**src/lpcamj_pkg.sv**
```systemverilog
// shared constants, field positions and types of the co-processor decode/execute block
package lpcamj_pkg;

    // ------------------------------------------------------------------
    // widths
    // ------------------------------------------------------------------
    localparam int GPR_W = 16;
    localparam int GPR_NUM = 4;
    localparam int INSTR_W = 32;
    localparam int ADDR_W = 11;
    localparam int LOOP_W = 8;
    localparam int OFFS_W = 10;
    localparam int TARGET_W = 13;

    // ------------------------------------------------------------------
    // instruction field positions
    // ------------------------------------------------------------------
    localparam int OPC_HI = 31;
    localparam int OPC_LO = 28;
    localparam int MODE_HI = 27;
    localparam int MODE_LO = 25;
    localparam int SEL_HI = 24;
    localparam int SEL_LO = 21;
    localparam int IMM_HI = 19;
    localparam int IMM_LO = 4;
    localparam int LIMM_HI = 11;
    localparam int LIMM_LO = 4;
    localparam int SRC2_HI = 5;
    localparam int SRC2_LO = 4;
    localparam int SRC1_HI = 3;
    localparam int SRC1_LO = 2;
    localparam int DST_HI = 1;
    localparam int DST_LO = 0;
    localparam int OFFS_HI = 19;
    localparam int OFFS_LO = 10;
    localparam int JTYPE_HI = 24;
    localparam int JTYPE_LO = 22;
    localparam int JSEL_BIT = 21;
    localparam int JTGT_HI = 14;
    localparam int JTGT_LO = 2;
    localparam int LOW_HALF_HI = 15;

    // ------------------------------------------------------------------
    // opcodes, modes and selector codes
    // ------------------------------------------------------------------
    localparam logic [3:0] OPC_ALU = 4'h7;
    localparam logic [3:0] OPC_STORE = 4'h6;
    localparam logic [3:0] OPC_LOAD = 4'hd;
    localparam logic [3:0] OPC_JUMP = 4'h8;
    localparam logic [2:0] MODE_REG = 3'h0;
    localparam logic [2:0] MODE_IMM = 3'h1;
    localparam logic [2:0] MODE_LOOP = 3'h2;
    localparam logic [2:0] MODE_JABS = 3'h0;
    localparam logic [3:0] LOOP_INC = 4'h0;
    localparam logic [3:0] LOOP_DEC = 4'h1;
    localparam logic [3:0] LOOP_CLR = 4'h2;
    localparam logic [2:0] JT_ALWAYS = 3'h0;
    localparam logic [2:0] JT_ZERO = 3'h1;
    localparam logic [2:0] JT_OVF = 3'h2;

    typedef enum logic [3:0] {
        OP_ADD = 4'h0,
        OP_SUB = 4'h1,
        OP_AND = 4'h2,
        OP_OR = 4'h3,
        OP_MOVE = 4'h4,
        OP_SHIFT_LEFT = 4'h5,
        OP_SHIFT_RIGHT = 4'h6
    } lpcamj_op_type;

    typedef enum logic [1:0] {
        ST_START = 2'b00,
        ST_FETCH = 2'b01,
        ST_EXEC = 2'b10,
        ST_DATA = 2'b11
    } lpcamj_state_type;

    // ------------------------------------------------------------------
    // reset values and constants
    // ------------------------------------------------------------------
    localparam logic [ADDR_W-1:0] PC_RESET = 11'h000;
    localparam logic [ADDR_W-1:0] PC_STEP = 11'h001;
    localparam logic [GPR_W-1:0] GPR_RESET = 16'h0000;
    localparam logic [LOOP_W-1:0] LOOP_RESET = 8'h00;
    localparam logic [INSTR_W-1:0] INSTR_RESET = 32'h0000_0000;
    localparam logic [4:0] STORE_PAD = 5'h00;
    localparam logic [GPR_W-1:0] GPR_ZERO = 16'h0000;

endpackage

```
**src/lpcamj_alu.sv**
```systemverilog
// combinational arithmetic/logic unit for register and immediate operations
`timescale 1ns/1ps
module lpcamj_alu (
    input wire logic [lpcamj_pkg::GPR_W-1:0] a_i,
    input wire logic [lpcamj_pkg::GPR_W-1:0] b_i,
    input wire logic [3:0] sel_i,
    output logic [lpcamj_pkg::GPR_W-1:0] result_o,
    output logic overflow_o,
    output logic valid_o
);

    logic [lpcamj_pkg::GPR_W:0] wide;

    // ------------------------------------------------------------------
    // operation select; overflow is the carry or borrow out of bit 15
    // ------------------------------------------------------------------
    always_comb
    begin
        wide = {1'b0, lpcamj_pkg::GPR_ZERO};
        result_o = lpcamj_pkg::GPR_ZERO;
        valid_o = 1'b1;
        case (sel_i)
            lpcamj_pkg::OP_ADD:
            begin
                wide = {1'b0, a_i} + {1'b0, b_i};  // RULE3
                result_o = wide[lpcamj_pkg::GPR_W-1:0];
            end
            lpcamj_pkg::OP_SUB:
            begin
                wide = {1'b0, a_i} - {1'b0, b_i};
                result_o = wide[lpcamj_pkg::GPR_W-1:0];
            end
            lpcamj_pkg::OP_AND: result_o = a_i & b_i;
            lpcamj_pkg::OP_OR: result_o = a_i | b_i;
            lpcamj_pkg::OP_MOVE: result_o = a_i;  // caller feeds the immediate in imm mode
            lpcamj_pkg::OP_SHIFT_LEFT: result_o = a_i << b_i;
            lpcamj_pkg::OP_SHIFT_RIGHT: result_o = a_i >> b_i;
            default: valid_o = 1'b0;  // RULE18
        endcase
        overflow_o = wide[lpcamj_pkg::GPR_W];  // RULE6
    end

endmodule

```
**src/lpcamj_core.sv**
```systemverilog
// decode and execute core: alu, loop counter, word store/load and absolute jump
// How it works
// [RULE1] four 16-bit registers, 32-bit instruction words
// [RULE2] mode zero: all operands from registers
// [RULE3] selector picks add, sub, and, or, move, shifts
// [RULE4] mode one: signed 16-bit immediate second operand
// [RULE5] immediate ops; move loads the immediate itself
// [RULE6] add and subtract update overflow flag
// [RULE7] register and immediate ops update zero flag
// [RULE8] mode two works on 8-bit loop counter
// [RULE9] loop counter: add, subtract, clear
// [RULE10] store source into low half at address
// [RULE11] stored word holds pc, five zeros, value
// [RULE12] offsets signed 10-bit, addresses in words
// [RULE13] whole-word accesses, word zero is first
// [RULE14] load copies low half into destination
// [RULE15] jump targets counted in words
// [RULE16] select bit: immediate or register target
// [RULE17] jump type: always, on zero, on overflow
// [RULE18] otherwise pc steps one; undefined codes idle
// [RULE19] flags hold outside register/immediate alu ops
`timescale 1ns/1ps
module lpcamj_core (
    input wire logic clk_i,
    input wire logic rst_i,
    input wire logic [lpcamj_pkg::INSTR_W-1:0] mem_rdata_i,
    input wire logic mem_ack_i,
    output logic mem_req_o,
    output logic mem_we_o,
    output logic [lpcamj_pkg::ADDR_W-1:0] mem_addr_o,
    output logic [lpcamj_pkg::INSTR_W-1:0] mem_wdata_o,
    output logic [lpcamj_pkg::ADDR_W-1:0] pc_o,
    output logic [lpcamj_pkg::GPR_W-1:0] gpr0_o,
    output logic [lpcamj_pkg::GPR_W-1:0] gpr1_o,
    output logic [lpcamj_pkg::GPR_W-1:0] gpr2_o,
    output logic [lpcamj_pkg::GPR_W-1:0] gpr3_o,
    output logic [lpcamj_pkg::LOOP_W-1:0] loop_count_o,
    output logic zero_flag_o,
    output logic overflow_flag_o
);

    // ------------------------------------------------------------------
    // state
    // ------------------------------------------------------------------
    lpcamj_pkg::lpcamj_state_type state;
    lpcamj_pkg::lpcamj_state_type next_state;
    logic [lpcamj_pkg::INSTR_W-1:0] instr;
    logic [lpcamj_pkg::INSTR_W-1:0] next_instr;
    logic [lpcamj_pkg::ADDR_W-1:0] pc;
    logic [lpcamj_pkg::ADDR_W-1:0] next_pc;
    logic [lpcamj_pkg::GPR_W-1:0] gpr [lpcamj_pkg::GPR_NUM];
    logic [lpcamj_pkg::GPR_W-1:0] next_gpr [lpcamj_pkg::GPR_NUM];
    logic [lpcamj_pkg::LOOP_W-1:0] loop_count;
    logic [lpcamj_pkg::LOOP_W-1:0] next_loop_count;
    logic zero_flag;
    logic next_zero_flag;
    logic overflow_flag;
    logic next_overflow_flag;
    logic mem_req;
    logic next_mem_req;
    logic mem_we;
    logic next_mem_we;
    logic [lpcamj_pkg::ADDR_W-1:0] mem_addr;
    logic [lpcamj_pkg::ADDR_W-1:0] next_mem_addr;
    logic [lpcamj_pkg::INSTR_W-1:0] mem_wdata;
    logic [lpcamj_pkg::INSTR_W-1:0] next_mem_wdata;

    // ------------------------------------------------------------------
    // decoded fields
    // ------------------------------------------------------------------
    logic [3:0] opcode;
    logic [2:0] mode;
    logic [3:0] operation_selector;
    logic [1:0] first_source_field;
    logic [1:0] second_source_field;
    logic [1:0] dest_field;
    logic [lpcamj_pkg::GPR_W-1:0] imm_value;
    logic [lpcamj_pkg::LOOP_W-1:0] loop_imm;
    logic [lpcamj_pkg::OFFS_W-1:0] word_offset;
    logic [2:0] jump_type;
    logic jump_sel;
    logic [lpcamj_pkg::TARGET_W-1:0] immediate_target;
    logic is_alu_data;
    logic is_loop;
    logic store_word_op;
    logic load_word_op;
    logic is_jump;
    logic jump_taken;
    logic [lpcamj_pkg::GPR_W-1:0] alu_a;
    logic [lpcamj_pkg::GPR_W-1:0] alu_b;
    logic [lpcamj_pkg::GPR_W-1:0] alu_result;
    logic alu_overflow;
    logic alu_valid;

    // base register plus signed word offset, cut to the memory word address
    function automatic logic [lpcamj_pkg::ADDR_W-1:0] word_addr(
        input logic [lpcamj_pkg::GPR_W-1:0] base,
        input logic [lpcamj_pkg::OFFS_W-1:0] offs
    );
        logic [lpcamj_pkg::GPR_W-1:0] sum;
        sum = base + {{(lpcamj_pkg::GPR_W-lpcamj_pkg::OFFS_W){offs[lpcamj_pkg::OFFS_W-1]}},
            offs};  // RULE12
        return sum[lpcamj_pkg::ADDR_W-1:0];  // RULE13
    endfunction

    // field extraction from the latched instruction word
    assign opcode = instr[lpcamj_pkg::OPC_HI:lpcamj_pkg::OPC_LO];  // RULE1
    assign mode = instr[lpcamj_pkg::MODE_HI:lpcamj_pkg::MODE_LO];
    assign operation_selector = instr[lpcamj_pkg::SEL_HI:lpcamj_pkg::SEL_LO];
    assign first_source_field = instr[lpcamj_pkg::SRC1_HI:lpcamj_pkg::SRC1_LO];
    assign second_source_field = instr[lpcamj_pkg::SRC2_HI:lpcamj_pkg::SRC2_LO];
    assign dest_field = instr[lpcamj_pkg::DST_HI:lpcamj_pkg::DST_LO];
    assign imm_value = instr[lpcamj_pkg::IMM_HI:lpcamj_pkg::IMM_LO];  // RULE4
    assign loop_imm = instr[lpcamj_pkg::LIMM_HI:lpcamj_pkg::LIMM_LO];
    assign word_offset = instr[lpcamj_pkg::OFFS_HI:lpcamj_pkg::OFFS_LO];
    assign jump_type = instr[lpcamj_pkg::JTYPE_HI:lpcamj_pkg::JTYPE_LO];
    assign jump_sel = instr[lpcamj_pkg::JSEL_BIT];
    assign immediate_target = instr[lpcamj_pkg::JTGT_HI:lpcamj_pkg::JTGT_LO];  // RULE15

    // instruction class decode
    assign is_alu_data = (opcode == lpcamj_pkg::OPC_ALU)
        && ((mode == lpcamj_pkg::MODE_REG) || (mode == lpcamj_pkg::MODE_IMM));  // RULE2
    assign is_loop = (opcode == lpcamj_pkg::OPC_ALU) && (mode == lpcamj_pkg::MODE_LOOP);  // RULE8
    assign store_word_op = (opcode == lpcamj_pkg::OPC_STORE);
    assign load_word_op = (opcode == lpcamj_pkg::OPC_LOAD);
    assign is_jump = (opcode == lpcamj_pkg::OPC_JUMP) && (mode == lpcamj_pkg::MODE_JABS);

    // operand routing; immediate move bypasses the source register
    assign alu_b = (mode == lpcamj_pkg::MODE_IMM) ? imm_value : gpr[second_source_field];
    assign alu_a = ((mode == lpcamj_pkg::MODE_IMM) && (operation_selector == lpcamj_pkg::OP_MOVE))
        ? imm_value : gpr[first_source_field];  // RULE5

    // jump condition uses flags left by the last register/immediate alu op
    always_comb
    begin
        case (jump_type)
            lpcamj_pkg::JT_ALWAYS: jump_taken = is_jump;  // RULE17
            lpcamj_pkg::JT_ZERO: jump_taken = is_jump && zero_flag;
            lpcamj_pkg::JT_OVF: jump_taken = is_jump && overflow_flag;
            default: jump_taken = 1'b0;
        endcase
    end

    lpcamj_alu u_alu (
        .a_i(alu_a),
        .b_i(alu_b),
        .sel_i(operation_selector),
        .result_o(alu_result),
        .overflow_o(alu_overflow),
        .valid_o(alu_valid)
    );

    // ------------------------------------------------------------------
    // sequencer: fetch, execute, optional data access, next fetch
    // ------------------------------------------------------------------
    always_comb
    begin
        logic fetch_next;
        fetch_next = 1'b0;
        next_state = state;
        next_instr = instr;
        next_pc = pc;
        next_gpr = gpr;
        next_loop_count = loop_count;
        next_zero_flag = zero_flag;  // RULE19
        next_overflow_flag = overflow_flag;
        next_mem_req = mem_req;
        next_mem_we = mem_we;
        next_mem_addr = mem_addr;
        next_mem_wdata = mem_wdata;
        case (state)
            lpcamj_pkg::ST_START: fetch_next = 1'b1;
            lpcamj_pkg::ST_FETCH:
            begin
                if (mem_ack_i)
                begin
                    next_instr = mem_rdata_i;
                    next_mem_req = 1'b0;
                    next_state = lpcamj_pkg::ST_EXEC;
                end
            end
            lpcamj_pkg::ST_EXEC:
            begin
                next_pc = pc + lpcamj_pkg::PC_STEP;  // RULE18
                fetch_next = 1'b1;
                if (is_alu_data && alu_valid)
                begin
                    next_gpr[dest_field] = alu_result;  // RULE3
                    next_zero_flag = (alu_result == lpcamj_pkg::GPR_ZERO);  // RULE7
                    if ((operation_selector == lpcamj_pkg::OP_ADD)
                        || (operation_selector == lpcamj_pkg::OP_SUB))
                    begin
                        next_overflow_flag = alu_overflow;  // RULE6
                    end
                end
                else if (is_loop)
                begin
                    if (operation_selector == lpcamj_pkg::LOOP_INC)
                    begin
                        next_loop_count = loop_count + loop_imm;  // RULE9
                    end
                    else if (operation_selector == lpcamj_pkg::LOOP_DEC)
                    begin
                        next_loop_count = loop_count - loop_imm;
                    end
                    else if (operation_selector == lpcamj_pkg::LOOP_CLR)
                    begin
                        next_loop_count = lpcamj_pkg::LOOP_RESET;
                    end
                end
                else if (store_word_op || load_word_op)
                begin
                    // pc stays on this instruction until the data access ends
                    next_pc = pc;
                    fetch_next = 1'b0;
                    next_mem_req = 1'b1;
                    next_mem_we = store_word_op;
                    next_mem_addr = store_word_op ? word_addr(gpr[dest_field], word_offset)
                        : word_addr(gpr[first_source_field], word_offset);  // RULE12
                    next_mem_wdata = {pc, lpcamj_pkg::STORE_PAD,
                        gpr[first_source_field]};  // RULE10 RULE11
                    next_state = lpcamj_pkg::ST_DATA;
                end
                else if (jump_taken)
                begin
                    next_pc = jump_sel ? gpr[dest_field][lpcamj_pkg::ADDR_W-1:0]
                        : immediate_target[lpcamj_pkg::ADDR_W-1:0];  // RULE16
                end
            end
            lpcamj_pkg::ST_DATA:
            begin
                if (mem_ack_i)
                begin
                    if (!mem_we)
                    begin
                        next_gpr[dest_field] = mem_rdata_i[lpcamj_pkg::LOW_HALF_HI:0];  // RULE14
                    end
                    next_pc = pc + lpcamj_pkg::PC_STEP;
                    fetch_next = 1'b1;
                end
            end
            default: next_state = lpcamj_pkg::ST_START;
        endcase
        if (fetch_next)
        begin
            next_mem_req = 1'b1;
            next_mem_we = 1'b0;
            next_mem_addr = next_pc;  // RULE13
            next_state = lpcamj_pkg::ST_FETCH;
        end
    end

    // registers only; all outputs are taken from these flops
    always_ff @(posedge clk_i or posedge rst_i)
    begin
        if (rst_i)
        begin
            state <= lpcamj_pkg::ST_START;
            instr <= lpcamj_pkg::INSTR_RESET;
            pc <= lpcamj_pkg::PC_RESET;
            for (int i = 0; i < lpcamj_pkg::GPR_NUM; i++)
            begin
                gpr[i] <= lpcamj_pkg::GPR_RESET;
            end
            loop_count <= lpcamj_pkg::LOOP_RESET;
            zero_flag <= 1'b0;
            overflow_flag <= 1'b0;
            mem_req <= 1'b0;
            mem_we <= 1'b0;
            mem_addr <= lpcamj_pkg::PC_RESET;
            mem_wdata <= lpcamj_pkg::INSTR_RESET;
        end
        else
        begin
            state <= next_state;
            instr <= next_instr;
            pc <= next_pc;
            gpr <= next_gpr;
            loop_count <= next_loop_count;
            zero_flag <= next_zero_flag;
            overflow_flag <= next_overflow_flag;
            mem_req <= next_mem_req;
            mem_we <= next_mem_we;
            mem_addr <= next_mem_addr;
            mem_wdata <= next_mem_wdata;
        end
    end

    assign mem_req_o = mem_req;
    assign mem_we_o = mem_we;
    assign mem_addr_o = mem_addr;
    assign mem_wdata_o = mem_wdata;
    assign pc_o = pc;
    assign gpr0_o = gpr[0];
    assign gpr1_o = gpr[1];
    assign gpr2_o = gpr[2];
    assign gpr3_o = gpr[3];
    assign loop_count_o = loop_count;
    assign zero_flag_o = zero_flag;
    assign overflow_flag_o = overflow_flag;

    // ------------------------------------------------------------------
    // assertions
    // ------------------------------------------------------------------
    logic in_exec;
    assign in_exec = (state == lpcamj_pkg::ST_EXEC);

    property p_store_word;
        @(posedge clk_i) disable iff (rst_i)
        in_exec && store_word_op |=> mem_req_o && mem_we_o
            && (mem_wdata_o == {$past(pc), lpcamj_pkg::STORE_PAD, $past(gpr[first_source_field])});
    endproperty
    a_store_word: assert property (p_store_word) else $error("store word malformed"); // RULE11

    property p_store_addr;
        @(posedge clk_i) disable iff (rst_i)
        in_exec && store_word_op |=> mem_addr_o == $past(word_addr(gpr[dest_field], word_offset));
    endproperty
    a_store_addr: assert property (p_store_addr) else $error("store address wrong"); // RULE12

    property p_load_low;
        @(posedge clk_i) disable iff (rst_i)
        (state == lpcamj_pkg::ST_DATA) && mem_ack_i && !mem_we
            |=> gpr[$past(dest_field)] == $past(mem_rdata_i[lpcamj_pkg::LOW_HALF_HI:0]);
    endproperty
    a_load_low: assert property (p_load_low) else $error("load did not take low half"); // RULE14

    property p_zero_flag;
        @(posedge clk_i) disable iff (rst_i)
        in_exec && is_alu_data && alu_valid |=> zero_flag_o == ($past(alu_result) == 16'h0000);
    endproperty
    a_zero_flag: assert property (p_zero_flag) else $error("zero flag wrong"); // RULE7

    property p_overflow;
        @(posedge clk_i) disable iff (rst_i)
        in_exec && is_alu_data && (operation_selector <= lpcamj_pkg::OP_SUB)
            |=> overflow_flag_o == $past(alu_overflow);
    endproperty
    a_overflow: assert property (p_overflow) else $error("overflow flag wrong"); // RULE6

    property p_flags_hold;
        @(posedge clk_i) disable iff (rst_i)
        !(in_exec && is_alu_data) |=> $stable(zero_flag_o) && $stable(overflow_flag_o);
    endproperty
    a_flags_hold: assert property (p_flags_hold) else $error("flags changed"); // RULE19

    property p_loop_clear;
        @(posedge clk_i) disable iff (rst_i)
        in_exec && is_loop && (operation_selector == lpcamj_pkg::LOOP_CLR) |=> loop_count_o == 8'h00;
    endproperty
    a_loop_clear: assert property (p_loop_clear) else $error("loop counter not cleared"); // RULE9

    property p_jump_imm;
        @(posedge clk_i) disable iff (rst_i)
        in_exec && jump_taken && !jump_sel
            |=> pc_o == $past(immediate_target[lpcamj_pkg::ADDR_W-1:0]) ##1 mem_addr_o == pc_o;
    endproperty
    a_jump_imm: assert property (p_jump_imm) else $error("jump target wrong"); // RULE16

    property p_step;
        @(posedge clk_i) disable iff (rst_i)
        in_exec && !jump_taken && !store_word_op && !load_word_op
            |=> (pc_o == $past(pc) + 11'h001) && (state == lpcamj_pkg::ST_FETCH);
    endproperty
    a_step: assert property (p_step) else $error("pc did not step"); // RULE18

    c_store: cover property (@(posedge clk_i) disable iff (rst_i) in_exec && store_word_op);
    c_load: cover property (@(posedge clk_i) disable iff (rst_i) in_exec && load_word_op);
    c_jump_zero: cover property (@(posedge clk_i) disable iff (rst_i)
        in_exec && jump_taken && (jump_type == lpcamj_pkg::JT_ZERO));
    c_loop: cover property (@(posedge clk_i) disable iff (rst_i) in_exec && is_loop);

endmodule

```
**config.mk**
```make
export PLATFORM = sky130hd
export DESIGN_NAME = lpcamj_core
export DESIGN_NICKNAME = d
export VERILOG_FILES = /design/src/lpcamj_pkg.sv /design/src/lpcamj_alu.sv /design/src/lpcamj_core.sv
export SDC_FILE = /design/constraint.sdc
export NUM_CORES = 1
export LEC_CHECK = 0
export ABC_AREA = 1
export BUFFER_PORTS_ARGS = -buffer_cell sky130_fd_sc_hd__buf_2
export CAP_MARGIN = 20
export CORE_MARGIN = 4
export CORE_UTILIZATION = 49
export DETAILED_ROUTE_END_ITERATION = 7
export PLACE_DENSITY = 0.69
export SYNTH_ARGS = -nofsm -noshare
export SYNTH_HDL_FRONTEND = slang
export SYNTH_HIERARCHICAL = 1
export SYNTH_SLANG_ARGS = --single-unit
```
**constraint.sdc**
```tcl
create_clock -name clk_i -period 10.65 [get_ports clk_i]
set_clock_uncertainty 0.05 [all_clocks]
set_input_delay 0.5325 -clock clk_i [delete_from_list [all_inputs] [get_ports clk_i]]
set_output_delay 0.5325 -clock clk_i [all_outputs]
set_load 0.02 [all_outputs]
```
==> results.sh, run 1 <==
export IMPL_yosys_warnings=6
export IMPL_grt_pass1_vias=14400
export IMPL_r2r_slack_ps=4950
export IMPL_synth_cell_types=61
export IMPL_end_kind="flip-flop"
export IMPL_synthesis_area_um2=14000
export IMPL_reg2reg_from="instr[21]$_DFFE_PP0P_"
export IMPL_synth_avg_cell_area_um2=6.45
export IMPL_grt_max_degree=89
export IMPL_drt_iter0_drc=2152
export IMPL_dpl_cell_area_um2=15000
export IMPL_path_clk_slew_ps=80
export IMPL_wl_per_cell_um=20.8
export IMPL_cts_setup_buffers=0
export IMPL_relSlewSlack_pct=16.2
export IMPL_drive_above_1_share_pct=12.7
export IMPL_wirelength_um=55300
export IMPL_synthTopCellsByCount="597 x nand2_1, 249 x inv_1, 195 x o21ai_0"
export IMPL_crit_path_max_fanout=30
export IMPL_cts_tree="built"
export IMPL_path_cells="inv_1 -> nand4_1 -> buf_4 -> o21ai_0 -> inv_1 -> ha_1 -> inv_1 -> nand2_1 -> o21ai_0 -> inv_1 -> a21oi_1 -> o21ai_0 -> a21oi_1 -> nand2_1 -> nand2_1 -> o21ai_0 -> mux2_2"
export IMPL_use_met3_pct=6.24
export IMPL_final_nets=2389
export IMPL_cts_max_level=4
export IMPL_vias=15800
export IMPL_setup_violations=0
export IMPL_ant_nets=0
export IMPL_grt_pass1_wl_um=84700
export IMPL_rsz0062_at_grt="false"
export IMPL_dr_pass1_iters=8
export IMPL_max_stage_delay_ps=890
export IMPL_place_gp_congestion=1.04
export IMPL_seq_area_frac_synth_pct=28.1
export IMPL_synth_ff_type="dfrtp_1"
export IMPL_worstSkewPairLatency_ps=450
export IMPL_cp_arrival_ps=5990
export IMPL_grt_overflow=0
export IMPL_use_met1_pct=51.1
export IMPL_cp_depth=17
export IMPL_cp_startpoint="instr[21]$_DFFE_PP0P_"
export IMPL_status="complete, no violations"
export IMPL_die_height_um=177
export IMPL_drc=0
export IMPL_hold_class="in -> async"
export IMPL_yosysTopAreaCellShare_pct=28.1
export IMPL_crit_family="compound AO/OA/AOI/OAI gates"
export IMPL_track_usage_pct=34.9
export IMPL_ys_ff_latch=157
export IMPL_maxCapViolCount=0
export IMPL_fmax_mhz=175
export IMPL_n_antenna_cell=0
export IMPL_grtUsageMet2_pct=51.3
export IMPL_viasPerCell=5.93
export IMPL_top_usage_layer="met2"
export IMPL_critPathBufInv=5
export IMPL_rr_endpoint="gpr3_o[9]$_DFFE_PP0P_"
export IMPL_syn_inst=2168
export IMPL_dp_hpwl_um=42500
export IMPL_numCtsBuffers=17
export IMPL_synthTopCellsByArea="dfrtp_1 28%, nand2_1 16%, o21ai_0 7.0%"
export IMPL_antenna_found_initial=0
export IMPL_synth_most_common_cell="nand2_1"
export IMPL_endpoint="gpr3_o[9]$_DFFE_PP0P_"
export IMPL_start_util_pct=49.9
export IMPL_core_um2=28000
export IMPL_min_period_ps=5700
export IMPL_crit_type="reg -> reg"
export IMPL_pin_count=165
export IMPL_root_buffer="clkbuf_16"
export IMPL_cts_hold_buf=0
export IMPL_postCtsResizedCells=0
export IMPL_required_ps=10930
export IMPL_row_count=61
export IMPL_reg2reg_depth=17
export IMPL_timing_final_hold_violations=0
export IMPL_worst_pin_slew_ps=1240
export IMPL_maxSlewViolCount=0
export IMPL_clkSinkCount=157
export IMPL_final_setup_tns_ps=0
export IMPL_io_buffers=158
export IMPL_startpoint_type="flip-flop"
export IMPL_dieArea_um2=31300
export IMPL_areaGrowthSynthToFinish_pct=11.3
export IMPL_async_reset_ff_share_pct=100
export IMPL_synth_edf_count=0
export IMPL_slowest_stage="o21ai_0"
export IMPL_die_width_um=177
export IMPL_finalCritPeriodShare_pct=53.6
export IMPL_synth_largest_area_cell="dfrtp_1"
export IMPL_design_area_um2=15600
export IMPL_clockBufferDepth=2
==> final cells by class <==
type	count	area [µm²]
Clock buffer	18	439
Clock inverter	14	163
Fill cell	2881	12400
Inverter	265	1000
Multi-Input combinational cell	1652	8600
Sequential cell	157	3930
Tap cell	378	473
Timing Repair Buffer	181	963
==> worst register-to-register path, delay by kind of cell (launching register included) <==
| kind | cells | cell delay [ps] |
|---|---|---|
| DFF | 1 | 700 |
| and+or+nand+nor | 4 | 510 |
| muxes | 1 | 480 |
| buffers and inverters | 5 | 1150 |
| adders and majority gates | 1 | 470 |
| AOI/OAI and AO/OA | 6 | 2250 |
==> per-layer routing <==
layer / vias up / routed length, µm
met5: - / 0
met4: 0 / 2270
met3: 123 / 5760
met2: 973 / 23500
met1: 7338 / 23800
li1: 7375 / -
==> state kept, by name, indices dropped and copies added (netlist names) <==
register / flops
mem_wdata_o: 27
state: 1
overflow_flag_o: 1
mem_req_o: 1
gpr0_o: 16
zero_flag_o: 1
gpr1_o: 16
loop_count_o: 8
instr: 31
mem_addr_o: 11
gpr2_o: 16
pc_o: 11
mem_we_o: 1
gpr3_o: 16
==> worst min-delay path by stage <==
stage | startpoint | to | slack (ps)
6_report | rst_i | gpr2_o[9]$_DFFE_PP0P_ | 150
4_1_cts | rst_i | gpr2_o[9]$_DFFE_PP0P_ | 230
3_3_place_gp | mem_wdata_o[15]$_DFFE_PP0P_ | mem_wdata_o[15]$_DFFE_PP0P_ | 410
5_1_grt | rst_i | gpr0_o[9]$_DFFE_PP0P_ | 250
3_5_place_dp | mem_wdata_o[1]$_DFFE_PP0P_ | mem_wdata_o[1]$_DFFE_PP0P_ | 410
2_1_floorplan | instr[3]$_DFFE_PP0P_ | instr[3]$_DFFE_PP0P_ | 450
==> stage by stage <==
| stage | hold WS [ps] | instances | worst slack [ps] | utilization [%] |
|---|---|---|---|---|
| floorplan | 447 | 2172 | 5830 | - |
| global placement | 409 | 2633 | 5140 | 53.4 |
| detailed placement | 410 | 2633 | 5160 | 53.4 |
| CTS | 228 | 2665 | 5150 | 55.6 |
| global route | 249 | 2665 | 4710 | 55.6 |
| finish | 147 | 2665 | 4950 | 55.6 |
==> cell families after synthesis <==
family | Yosys count | share of synthesized area (%)
AOI/OAI and AO/OA | 493 | 19.4
xor gates and xnor gates | 11 | 0.689
adders and majority gates | 80 | 7.42
buffers and inverters | 363 | 10.6
DFF | 157 | 28.1
muxes | 17 | 1.37
other | 1 | 0.0268
and+or+nand+nor | 1046 | 32.4
==> layout by cell type, fill, tap and decap left out, drive strengths merged, types with 2 or more instances in the layout <==
cell type / n
nand3b: 2
a211oi: 4
a32oi: 6
a21o: 5
clkbuf: 18
dfrtp: 157
a31oi: 29
nand3: 195
and2: 2
a22oi: 5
o21ai: 218
o221ai: 5
a221oi: 4
fa: 5
clkinv: 9
or2: 6
nand4: 33
o21bai: 6
nor3: 12
a21oi: 175
nor4: 6
o31ai: 2
o22ai: 13
a311oi: 2
nor2: 182
conb: 5
a22o: 2
inv: 270
xor2: 9
o211ai: 9
mux2: 17
o2111ai: 3
ha: 75
buf: 181
nand2: 608
xnor2: 2
Power of run 1 is left out: the tool's default activity adds up to more than one toggle a clock period on the data nets, which glitch-free logic cannot reach.
==> run 2, diff against run 1 <==
- clock period: 10.65 -> 5.3 ns (I/O delays scaled with it)
==> run 2 against run 1 <==
Net effect:
- the flow now finishes with violations (negative hold slack)
- die area is the same
- first-iteration DRC count decreased by 1.2%
- core utilization is 1.9 points higher
- setup slack lost 4400 ps
- final cell count increased by 2.5%
- critical path type unchanged
- largest cell class unchanged
==> results.sh, run 2 (synthesis results as in run 1) <==
export IMPL_fin_ws_ps=550
export IMPL_clockBufferDepth=2
export IMPL_reg2reg_from="instr[3]$_DFFE_PP0P_"
export IMPL_maxSlewViolCount=0
export IMPL_areaGrowthSynthToFinish_pct=15.1
export IMPL_maxCapViolCount=0
export IMPL_cts_max_level=4
export IMPL_required_ps=5540
export IMPL_dieArea_um2=31300
export IMPL_vias=15900
export IMPL_grt_pass1_vias=14800
export IMPL_rr_endpoint="gpr2_o[5]$_DFFE_PP0P_"
export IMPL_final_util_pct=57.5
export IMPL_path_clk_slew_ps=70
export IMPL_largest_register_ffs=31
export IMPL_die_width_um=177
export IMPL_dr_pass1_iters=7
export IMPL_drive_above_1_share_pct=15.0
export IMPL_endpoint="gpr2_o[5]$_DFFE_PP0P_"
export IMPL_final_setup_tns_ps=0
export IMPL_worst_pin_slew_ps=972
export IMPL_fmax_mhz=211
export IMPL_wl_met1_um=24000
export IMPL_dpl_worst_slack_ps=761
export IMPL_die_height_um=177
export IMPL_worstSkewPairLatency_ps=450
export IMPL_grt_pass1_wl_um=85700
export IMPL_crit_path_max_fanout=24
export IMPL_rsz0062_at_grt="false"
export IMPL_crit_family="compound AO/OA/AOI/OAI gates"
export IMPL_core_um2=28000
export IMPL_hold_class="in -> async"
export IMPL_finalCritPeriodShare_pct=89.6
export IMPL_cts_tree="built"
export IMPL_start_util_pct=49.9
export IMPL_holdWs_ps=-17.4
export IMPL_dp_hpwl_um=43700
export IMPL_wirelength_um=55900
export IMPL_grt_max_degree=105
export IMPL_status="finished with violations"
export IMPL_end_kind="flip-flop"
export IMPL_layout_common_cells="596 x nand2_1, 248 x inv_1, 195 x o21ai_0, 190 x nand3_1, 175 x a21oi_1"
export IMPL_violations="negative hold slack"
export IMPL_clkSinkCount=157
export IMPL_cpMostUsedCell="nand2_1"
export IMPL_dpl_cell_area_um2=15500
export IMPL_crit_type="reg -> reg"
export IMPL_design_area_um2=16100
export IMPL_cp_arrival_ps=4990
export IMPL_final_nets=2454
export IMPL_io_buffers=158
export IMPL_r2r_slack_ps=550
export IMPL_slowest_stage="inv_1"
export IMPL_cp_startpoint="instr[3]$_DFFE_PP0P_"
export IMPL_setup_violations=0
export IMPL_reg2reg_depth=23
export IMPL_relSlewSlack_pct=35.2
export IMPL_drt_iter0_drc=2126
export IMPL_dr_wl_met3_um=5800
export IMPL_cp_depth=23
export IMPL_postCtsResizedCells=0
export IMPL_track_usage_pct=35.4
export IMPL_grt_overflow=0
export IMPL_critPathBufInv=6
export IMPL_top_layer="met4"
export IMPL_wl_met2_um=23700
export IMPL_pin_count=165
export IMPL_timing_final_hold_violations=22
export IMPL_min_period_ps=4750
export IMPL_numCtsBuffers=17
export IMPL_final_common_cell="nand2_1"
export IMPL_place_gp_congestion=1.05
export IMPL_top_register="instr"
export IMPL_startpoint_type="flip-flop"
export IMPL_viasPerCell=5.82
export IMPL_row_count=61
export IMPL_antenna_found_initial=1
export IMPL_max_stage_delay_ps=590
export IMPL_path_cells="inv_1 -> a21oi_1 -> a21oi_1 -> nand2_1 -> o21ai_0 -> buf_4 -> inv_1 -> ha_1 -> inv_1 -> buf_4 -> a21oi_1 -> nand2_1 -> nand2_1 -> nand3_1 -> buf_4 -> o21ai_0 -> o2111ai_1 -> nor2_1 -> nand2_1 -> nand2_1 -> o21ai_0 -> nand2_1 -> o21ai_0"
export IMPL_wl_per_cell_um=20.5
export IMPL_ant_nets=0
export IMPL_root_buffer="clkbuf_16"
export IMPL_drc=0
-- run 2: through the flow --
step / instances / hold WS, ps
finish: 2731 / -17.4
global route: 2730 / 8.63
CTS: 2730 / 1.61
detailed placement: 2697 / 411
global placement: 2697 / 410
floorplan: 2172 / 365
-- run 2: what timing repair did --
action | CTS | global route
endpoints found under the hold margin | 1 | 0
hold buffers | 1 | 0
endpoints found under the setup margin | 0 | 0
setup buffers | 0 | 0
-- run 2: metal layers --
metal  GRT usage (%)  vias up
met3            6.49      115
met4            15.2        0
met2            52.2      904
met5               0        -
li1                -     7508
met1            50.8     7371
-- run 2: area by class of cell --
cell class                      instances  area [µm²]
Timing Repair Buffer                  246        1480
Clock inverter                         13         173
Inverter                              265        1000
Tap cell                              378         473
Fill cell                            2802       11900
Clock buffer                           19         443
Multi-Input combinational cell       1652        8600
Sequential cell                       157        3930
Antenna cell                            1        2.50
-- run 2: how the worst min path moves through the flow --
| stage | startpoint | to | depth (start not counted) |
|---|---|---|---|
| after CTS | mem_rdata_i[23] | instr[23]$_DFFE_PP0P_ | 2 |
| after detailed placement | mem_wdata_o[8]$_DFFE_PP0P_ | mem_wdata_o[8]$_DFFE_PP0P_ | 2 |
| after global routing | mem_rdata_i[23] | instr[23]$_DFFE_PP0P_ | 2 |
| after global placement | mem_wdata_o[15]$_DFFE_PP0P_ | mem_wdata_o[15]$_DFFE_PP0P_ | 2 |
| after floorplan | mem_rdata_i[29] | instr[29]$_DFFE_PP0P_ | 1 |
| final | rst_i | gpr3_o[9]$_DFFE_PP0P_ | 2 |
Power of run 2 is left out for the same reason.
